[config.mk]
export PLATFORM = sky130hd
export DESIGN_NAME = acc_top
export DESIGN_NICKNAME = d
export VERILOG_FILES = /design/src/design/acc_pkg.sv /design/src/design/acc_tick.sv /design/src/design/acc_top.sv
export SDC_FILE = /design/constraint.sdc
export NUM_CORES = 1
export LEC_CHECK = 0
export ABC_CLOCK_PERIOD_IN_PS = 8000
export BUFFER_PORTS_ARGS = -buffer_cell sky130_fd_sc_hd__buf_2
export CAP_MARGIN = 20
export CORE_MARGIN = 1
export CORE_UTILIZATION = 65
export CTS_BUF_LIST = sky130_fd_sc_hd__clkbuf_8
export CTS_CLUSTER_SIZE = 28
export DETAILED_ROUTE_END_ITERATION = 8
export GPL_TIMING_DRIVEN = 0
export PLACE_DENSITY = 0.88
export SLEW_MARGIN = 0
export SYNTH_ARGS = -nofsm -noshare
export SYNTH_HDL_FRONTEND = slang
export SYNTH_SLANG_ARGS = --single-unit
[constraint.sdc]
create_clock -name CLK_SYS -period 8 [get_ports CLK_SYS]
set_clock_uncertainty 0.05 [all_clocks]
set_input_delay 1.6 -clock CLK_SYS [delete_from_list [all_inputs] [get_ports CLK_SYS]]
set_output_delay 1.6 -clock CLK_SYS [all_outputs]
set_load 0.01 [all_outputs]
[src/design/acc_pkg.sv]
// Package for the converter control block: register map, fields, timing.
// Assumes a byte-wide register port clocked by CLK_SYS.
`default_nettype none
package acc_pkg;
  // Register offsets (byte-wide registers, one per address)
  localparam logic [3:0] ADDR_CTRL0 = 4'h0;
  localparam logic [3:0] ADDR_CTRL1 = 4'h1;
  localparam logic [3:0] ADDR_RES_HI = 4'h2;
  localparam logic [3:0] ADDR_RES_LO = 4'h3;
  localparam logic [3:0] ADDR_ASEL_LO = 4'h4;
  localparam logic [3:0] ADDR_ASEL_HI = 4'h5;
  localparam logic [3:0] ADDR_DIR_LO = 4'h6;
  localparam logic [3:0] ADDR_DIR_HI = 4'h7;
  localparam logic [3:0] ADDR_STATUS = 4'h8;
  localparam logic [3:0] ADDR_INT_EN = 4'h9;
  // Control 0 fields
  localparam int CTRL0_JUSTIFY = 7;
  localparam int CTRL0_REFSEL = 6;
  localparam int CTRL0_CHAN_HI = 5;
  localparam int CTRL0_CHAN_LO = 2;
  localparam int CTRL0_GO = 1;
  localparam int CTRL0_ON = 0;
  // Control 1 fields
  localparam int CTRL1_CS_HI = 6;
  localparam int CTRL1_CS_LO = 4;
  // Reset values
  localparam logic [7:0] ASEL_LO_RST = 8'hFF;
  localparam logic [3:0] ASEL_HI_RST = 4'hF;
  localparam logic [7:0] DIR_LO_RST = 8'hFF;
  localparam logic [3:0] DIR_HI_RST = 4'hF;
  // Clock-select codes
  localparam logic [2:0] CS_DIV2 = 3'h0;
  localparam logic [2:0] CS_DIV8 = 3'h1;
  localparam logic [2:0] CS_DIV32 = 3'h2;
  localparam logic [2:0] CS_DIV4 = 3'h4;
  localparam logic [2:0] CS_DIV16 = 3'h5;
  localparam logic [2:0] CS_DIV64 = 3'h6;
  // Sequence timing in bit periods, then resolution, pin and channel counts
  localparam logic [3:0] CONV_PERIODS = 4'hB;
  localparam logic [3:0] ABORT_PERIODS = 4'h2;
  localparam int RES_BITS = 10;
  localparam int NUM_PINS = 12;
  localparam int NUM_CHAN = 14;
  // Clock rate and least bit period, for reference by software
  localparam int CLK_MHZ = 40;
  localparam int MIN_TAD_NS = 1600;
  localparam int MIN_TAD_CYC = (MIN_TAD_NS * CLK_MHZ + 999) / 1000;
  typedef enum logic [3:0] {
    ST_IDLE = 4'b0001,
    ST_CONV = 4'b0010,
    ST_WAIT = 4'b0100,
    ST_ACQ = 4'b1000
  } acc_state_t;
endpackage : acc_pkg
`default_nettype wire

[src/design/acc_tick.sv]
// Conversion bit-period tick generator: divides the system clock or
// resynchronises the internal RC oscillator edge into one-cycle ticks.
// Assumes RC_CLK is a synchronous level at CLK_SYS.
`default_nettype none
module acc_tick (
  input wire logic CLK_SYS, // System clock
  input wire logic RST_N, // Async reset, active low
  input wire logic [2:0] SEL, // Latched clock select
  input wire logic RUN, // Counting enabled
  input wire logic RC_CLK, // Internal RC oscillator level
  output logic TICK // One pulse per bit period
);
  import acc_pkg::*;
  typedef struct packed {
    logic [5:0] cnt;
    logic rc_d;
  } acc_tick_st_t;
  acc_tick_st_t cur_ff, nxt_st;
  logic [5:0] last;
  always_comb begin
    case (SEL)
      CS_DIV2: last = 6'h01;
      CS_DIV4: last = 6'h03;
      CS_DIV8: last = 6'h07;
      CS_DIV16: last = 6'h0F;
      CS_DIV32: last = 6'h1F;
      CS_DIV64: last = 6'h3F;
      default: last = 6'h00;
    endcase
  end
  always_comb begin
    nxt_st = cur_ff;
    nxt_st.rc_d = RC_CLK;
    TICK = 1'b0;
    if (!RUN) begin
      nxt_st.cnt = 6'h00;
    end else if (SEL[1:0] == 2'b11) begin
      TICK = RC_CLK && !cur_ff.rc_d;
    end else if (cur_ff.cnt == last) begin
      TICK = 1'b1;
      nxt_st.cnt = 6'h00;
    end else begin
      nxt_st.cnt = cur_ff.cnt + 6'h01;
    end
  end
  always_ff @(posedge CLK_SYS or negedge RST_N) begin
    if (!RST_N) begin
      cur_ff <= '0;
    end else begin
      cur_ff <= nxt_st;
    end
  end
endmodule // acc_tick
`default_nettype wire

[src/design/acc_top.sv]
// Converter control block: registers, channel/reference routing, sequencer.
// Assumes a synchronous register port and a SAR comparator input.
`default_nettype none
// What this block does
// - A conversion lasts eleven ticks: exactly eleven periods when divided, ten and part of one with RC.
// - Bit clock is oscillator divided by 2..64 or internal RC.
// - Codes 000, 100, 001 give 2, 4, 8 oscillator periods.
// - Codes 101 and 010 give 16 and 32 oscillator periods.
// - Reference select one uses external pin, zero uses supply.
// - Four-bit channel field picks one of fourteen channels.
// - Twelve pins and two internal inputs share one sample-hold.
// - Successive approximation result stored in a 10-bit register.
// - Analog-select bit disables that pin's digital input buffer.
// - Direction bit one puts that pin's driver in high impedance.
// - Twelve analog bits split eight low, four high, reset to one.
// - Go starts conversion; done clears go, sets flag, interrupts.
// - Abort keeps old result; reacquire after two bit periods.
// - Justify one right-justifies result, zero left-justifies.
module acc_top (
  input wire logic CLK_SYS, // System clock, 40 MHz
  input wire logic RST_N, // Async reset, active low
  input wire logic [3:0] ADDR, // Register address
  input wire logic [7:0] WDATA, // Write data
  input wire logic WR, // Write strobe
  input wire logic RD, // Read strobe
  output logic [7:0] RDATA, // Read data, cycle after RD
  input wire logic RC_CLK, // Internal RC oscillator level
  input wire logic CMP_IN, // SAR comparator: sample above DAC
  output logic [9:0] DAC_CODE, // Trial code to the DAC
  output logic [3:0] MUX_SEL, // Channel routed to sample-hold
  output logic REF_EXT, // 1 = external reference pin
  output logic SAMPLE, // Sample-hold tracking input
  output logic [11:0] DIG_IN_EN, // Digital input buffer enables
  output logic [11:0] PIN_OE, // Pin output driver enables
  output logic IRQ // Conversion-done interrupt level
);
  import acc_pkg::*;
  // ------------------------------------------------------------
  // State
  // ------------------------------------------------------------
  typedef struct packed {
    logic justify;
    logic ref_sel;
    logic [3:0] chan;
    logic go;
    logic on;
    logic [2:0] cs;
    logic [7:0] asel_lo;
    logic [3:0] asel_hi;
    logic [7:0] dir_lo;
    logic [3:0] dir_hi;
    logic done_flag;
    logic int_en;
    logic [9:0] result;
    logic [9:0] sar;
    logic [3:0] bitn;
    logic [3:0] per;
    logic [3:0] l_chan;
    logic l_ref;
    logic [2:0] l_cs;
    acc_state_t st;
    logic [7:0] rdata;
  } acc_st_t;
  acc_st_t cur_ff, nxt_st;
  logic tick;
  logic run;
  logic [11:0] asel;
  logic [11:0] dir;
  logic [9:0] trial;
  logic [9:0] kept;
  assign asel = {cur_ff.asel_hi, cur_ff.asel_lo};
  assign dir = {cur_ff.dir_hi, cur_ff.dir_lo};
  assign run = (cur_ff.st == ST_CONV) || (cur_ff.st == ST_WAIT);
  // ------------------------------------------------------------
  // Bit-period tick
  // ------------------------------------------------------------
  acc_tick u_tick (
    .CLK_SYS(CLK_SYS),
    .RST_N(RST_N),
    .SEL(cur_ff.l_cs),
    .RUN(run),
    .RC_CLK(RC_CLK),
    .TICK(tick)
  );
  // ------------------------------------------------------------
  // Pin control
  // ------------------------------------------------------------
  genvar gi;
  generate
    for (gi = 0; gi < NUM_PINS; gi++) begin : g_pin
      assign DIG_IN_EN[gi] = !asel[gi];
      assign PIN_OE[gi] = !dir[gi];
    end
  endgenerate
  // ------------------------------------------------------------
  // Next-state logic
  // ------------------------------------------------------------
  always_comb begin
    nxt_st = cur_ff;
    trial = 10'h000;
    kept = 10'h000;
    if (WR) begin
      case (ADDR)
        ADDR_CTRL0: begin
          nxt_st.justify = WDATA[CTRL0_JUSTIFY];
          nxt_st.ref_sel = WDATA[CTRL0_REFSEL];
          nxt_st.chan = WDATA[CTRL0_CHAN_HI:CTRL0_CHAN_LO];
          nxt_st.go = WDATA[CTRL0_GO];
          nxt_st.on = WDATA[CTRL0_ON];
        end
        ADDR_CTRL1: nxt_st.cs = WDATA[CTRL1_CS_HI:CTRL1_CS_LO];
        ADDR_ASEL_LO: nxt_st.asel_lo = WDATA;
        ADDR_ASEL_HI: nxt_st.asel_hi = WDATA[3:0];
        ADDR_DIR_LO: nxt_st.dir_lo = WDATA;
        ADDR_DIR_HI: nxt_st.dir_hi = WDATA[3:0];
        ADDR_STATUS: nxt_st.done_flag = WDATA[0];
        ADDR_INT_EN: nxt_st.int_en = WDATA[0];
        default: ;
      endcase
    end
    case (cur_ff.st)
      ST_IDLE, ST_ACQ: begin
        // Selections are latched only while idle or acquiring
        nxt_st.l_chan = cur_ff.chan;
        nxt_st.l_ref = cur_ff.ref_sel;
        nxt_st.l_cs = cur_ff.cs;
        if (cur_ff.go && cur_ff.on) begin
          nxt_st.st = ST_CONV;
          nxt_st.sar = 10'h000;
          nxt_st.bitn = 4'h0;
        end
      end
      ST_CONV: begin
        if (!cur_ff.go) begin
          // Aborted: result is left untouched
          nxt_st.st = ST_WAIT;
          nxt_st.per = 4'h0;
        end else if (tick) begin
          nxt_st.bitn = cur_ff.bitn + 4'h1;
          // Period 0 samples and offers the MSB; periods 1..10 keep or
          // drop the bit on trial and offer the next one, so the DAC
          // always shows the very code that the comparator judges
          if (cur_ff.bitn == 4'h0) begin
            nxt_st.sar = 10'h200;
          end else begin
            trial = 10'h200 >> (cur_ff.bitn - 4'h1);
            kept = CMP_IN ? cur_ff.sar : (cur_ff.sar & ~trial);
            nxt_st.sar = kept | (trial >> 1);
          end
          if (cur_ff.bitn == CONV_PERIODS - 4'h1) begin
            nxt_st.st = ST_ACQ;
            nxt_st.result = kept;
            nxt_st.go = 1'b0;
            nxt_st.done_flag = 1'b1;
          end
        end
      end
      ST_WAIT: begin
        if (tick) begin
          nxt_st.per = cur_ff.per + 4'h1;
          if (cur_ff.per == ABORT_PERIODS - 4'h1) begin
            nxt_st.st = ST_ACQ;
          end
        end
      end
      default: nxt_st.st = ST_IDLE;
    endcase
    // Disabling the converter forces it back to idle
    if (!cur_ff.on) begin
      nxt_st.st = ST_IDLE;
    end
    nxt_st.rdata = 8'h00;
    if (RD) begin
      case (ADDR)
        ADDR_CTRL0: nxt_st.rdata = {cur_ff.justify, cur_ff.ref_sel,
                                    cur_ff.chan, cur_ff.go, cur_ff.on};
        ADDR_CTRL1: nxt_st.rdata = {1'b0, cur_ff.cs, 4'h0};
        ADDR_RES_HI: nxt_st.rdata = cur_ff.justify ?
          {6'h00, cur_ff.result[9:8]} : cur_ff.result[9:2];
        ADDR_RES_LO: nxt_st.rdata = cur_ff.justify ?
          cur_ff.result[7:0] : {cur_ff.result[1:0], 6'h00};
        ADDR_ASEL_LO: nxt_st.rdata = cur_ff.asel_lo;
        ADDR_ASEL_HI: nxt_st.rdata = {4'h0, cur_ff.asel_hi};
        ADDR_DIR_LO: nxt_st.rdata = cur_ff.dir_lo;
        ADDR_DIR_HI: nxt_st.rdata = {4'h0, cur_ff.dir_hi};
        ADDR_STATUS: nxt_st.rdata = {7'h00, cur_ff.done_flag};
        ADDR_INT_EN: nxt_st.rdata = {7'h00, cur_ff.int_en};
        default: nxt_st.rdata = 8'h00;
      endcase
    end
  end
  always_ff @(posedge CLK_SYS or negedge RST_N) begin
    if (!RST_N) begin
      cur_ff <= '0;
      cur_ff.asel_lo <= ASEL_LO_RST;
      cur_ff.asel_hi <= ASEL_HI_RST;
      cur_ff.dir_lo <= DIR_LO_RST;
      cur_ff.dir_hi <= DIR_HI_RST;
      cur_ff.st <= ST_IDLE;
    end else begin
      cur_ff <= nxt_st;
    end
  end
  // ------------------------------------------------------------
  // Outputs
  // ------------------------------------------------------------
  assign RDATA = cur_ff.rdata;
  assign DAC_CODE = cur_ff.sar;
  assign MUX_SEL = cur_ff.l_chan;
  assign REF_EXT = cur_ff.l_ref;
  assign SAMPLE = (cur_ff.st == ST_IDLE) || (cur_ff.st == ST_ACQ);
  assign IRQ = cur_ff.done_flag && cur_ff.int_en;
endmodule // acc_top
`default_nettype wire

==> flow_summary.toml <==
[yosys]
synth_fp_nets = 577
synth_edf_count = 0
synth_top_cell_by_area = "dfrtp_1"
async_flop_share = 1.00
synthCells = 544
synthTopCellsByCount = "nand2_1, dfrtp_1, inv_1"
ys_types = 58
yosys_warnings = 0
synth_seq_cells = 92
syn-cell-area_mm2 = 0.00515
yosys-top-cells-area = "dfrtp_1, dfstp_2, mux2_2, nand2_1, ha_1"
synth_most_common_cell = "nand2_1"
syn_area_per_cell_um2 = 9.47
ys.flop_type = "dfrtp_1"
synth_top_area_frac = 0.326
yosysSeqAreaShare = 0.453

[cts]
clock_sinks = 92
ctsResizeCount = 0
cts_hold_buf = 0
clk_pin_slew_ns = 0.09
clock_latency_ns = 0.36
clockBufferDepth = 2
cts_root_buffer = "clkbuf_8"
cts_setup_buffers = 0
cts_tree = "built"
cts_inserted_buffers = 9
htree_levels = 3

[finish]
num_antenna_cells = 0
multi_input_area_mm2 = 0.00241
seqCellArea_mm2 = 0.00233
utilization = 0.759
n_fill_cell = 528
layout-drive-gt1-share = 0.282
layout.nets = 653
area_growth_pct = 13.2

[critical_path]
crit_start = "cur_ff[8]"
cp_max_fo = 10
ff2ff_path_depth = 9
reg2reg_from = "cur_ff[12]"
cp.arrival_ns = 2.16
worstSetupPathType = "flop to output pin"
required_ns = 6.35
r2r_slack_ns = 5.08
reg2reg_to = "cur_ff[46]"
startpoint_type = "flop"
cp-end-kind = "output pin"

[grt]
grt-busiest-layer = "met2"
grt_util_all_layers = 0.304
grtUsageMet3 = 0.0360
grt-ovfl-total = 0
met1_usage = 0.429
antenna_found_initial = 0
grt_pass1_vias = 4176
met2_usage = 0.488
grt_max_degree = 55
grt_pass1_wl_um = 20100

[routing]
wl_per_cell_um = 16.6
drt_iter0_markers = 349
ant_nets = 0
num_vias = 4375
vias_per_cell = 6.02
drc_errors = 0
first_pass_iters = 5
wl_um = 12000

[placement]
dp_hpwl_um = 8940
gp_congestion = 0.918
io_buffers = 64

[floorplanning]
rows = 32
die_x_um = 91.0
fp.dieH_um = 91.0
initial_utilization = 0.670
die_area_mm2 = 0.00828
coreArea_mm2 = 0.00769
ios = 67

[timing]
setup_violations = 0
rsz0062_at_grt = "false"
period_share = 0.477
tightestPinTransition_ns = 0.814
tns_ns = 0
maxSlewViolCount = 0
hold_viol = 0
period_minus_slack_ns = 3.81
max_freq_mhz = 262
max_slew_margin = 0.450

[min_path]
min_to = "REF_EXT"
hp-start = "REF_EXT"
min_path_cells = 2
hold_path_class = "flop to flop"

[outcome]
status = "completed"

[pwr]
p_leak_nw = 2.63
irDropWorstVdd_mv = 0.194
power.density_mw_per_mm2 = 297

[run]
drv_cap = 0
where the power goes:
| group | internal, W | switching (W) |
|---|---|---|
| clock | 0.000150 | 0.000174 |
| sequential | 0.000604 | 0.000109 |
| combinational | 0.000295 | 0.000401 |
| total | 0.00105 | 0.000684 |
worst max-delay path by stage:
stage               slack, ns  cells after the start          end
finish                   4.19                      6       SAMPLE
global route             4.07                      6       SAMPLE
CTS                      4.18                      6       SAMPLE
detailed placement       4.44                      6   cur_ff[82]
global placement         4.49                      1  DAC_CODE[3]
floorplan                4.84                      5   cur_ff[77]
cell families (layout without fill, tap and decap cells):
logic type | after synthesis | in the layout | share of synthesized area
AOI/OAI and AO/OA | 129 | 129 | 0.157
buffers and inverters | 82 | 163 | 0.0785
DFF | 92 | 92 | 0.453
xor gates and xnor gates | 5 | 5 | 0.00850
adders and majority gates | 15 | 15 | 0.0364
muxes | 46 | 46 | 0.0977
and+or+nand+nor | 175 | 175 | 0.169
worst max-delay path: stages, from the launching register on:
cell and delay [ns]:
dfstp_2 0.59, xnor2_1 0.07, or3_1 0.30, buf_4 0.19, inv_1 0.10, clkbuf_1 0.35
buf_2 0.21
registers in the layout, summed over array words and instances, names as in the netlist:
name           flops
cur_ff            50
asel              12
DAC_CODE          10
RDATA              8
u_tick.cur_ff      7
MUX_SEL            4
REF_EXT            1
placed cells by master (no fill, tap or decap), drive strengths merged, types with 2 or more instances in the layout:
cell,n
buf,92
nand2,73
dfrtp,67
inv,43
o21ai,37
a21oi,37
mux2,34
nor2,27
clkbuf,26
dfstp,25
nand3,20
ha,15
mux2i,12
o31ai,12
nor2b,11
a22oi,7
nand2b,7
or3,5
nor3,5
and2,4
o22ai,4
a31oi,4
or4,4
a211oi,4
a221oi,3
o221ai,3
nor3b,3
xnor2,3
or4b,3
and3,3
o211ai,3
or3b,2
nand3b,2
xor2,2
nor4b,2
a21o,2
a32o,2
or2,2
stage by stage:
stage          worst slack [ns]  instances  hold slack [ns]  power [W]  area, µm²
2_1_floorplan              4.84        544            0.393    0.00118       5150
3_3_place_gp               4.49        710            0.406    0.00137       5600
3_5_place_dp               4.44        711            0.408    0.00140       5630
4_1_cts                    4.18        727            0.430    0.00173       5830
5_1_grt                    4.07        727            0.453    0.00185       5830
6_report                   4.19        727            0.434    0.00173       5830
cell type report:
class	count	area share
well taps	102	0.0219
inverters	38	0.0245
plain buffers	44	0.0448
repair buffers	65	0.0601
multi-input cells	370	0.414
clock inverters	7	0.0137
clock buffers	9	0.0212
flip-flops and latches	92	0.400
layer usage:
layer,up-vias,part of all wire
met5,-,0
met4,0,0.019
met3,22,0.052
met2,163,0.48
met1,2151,0.45
li1,2039,-
Power figures use the tool's default switching activity.
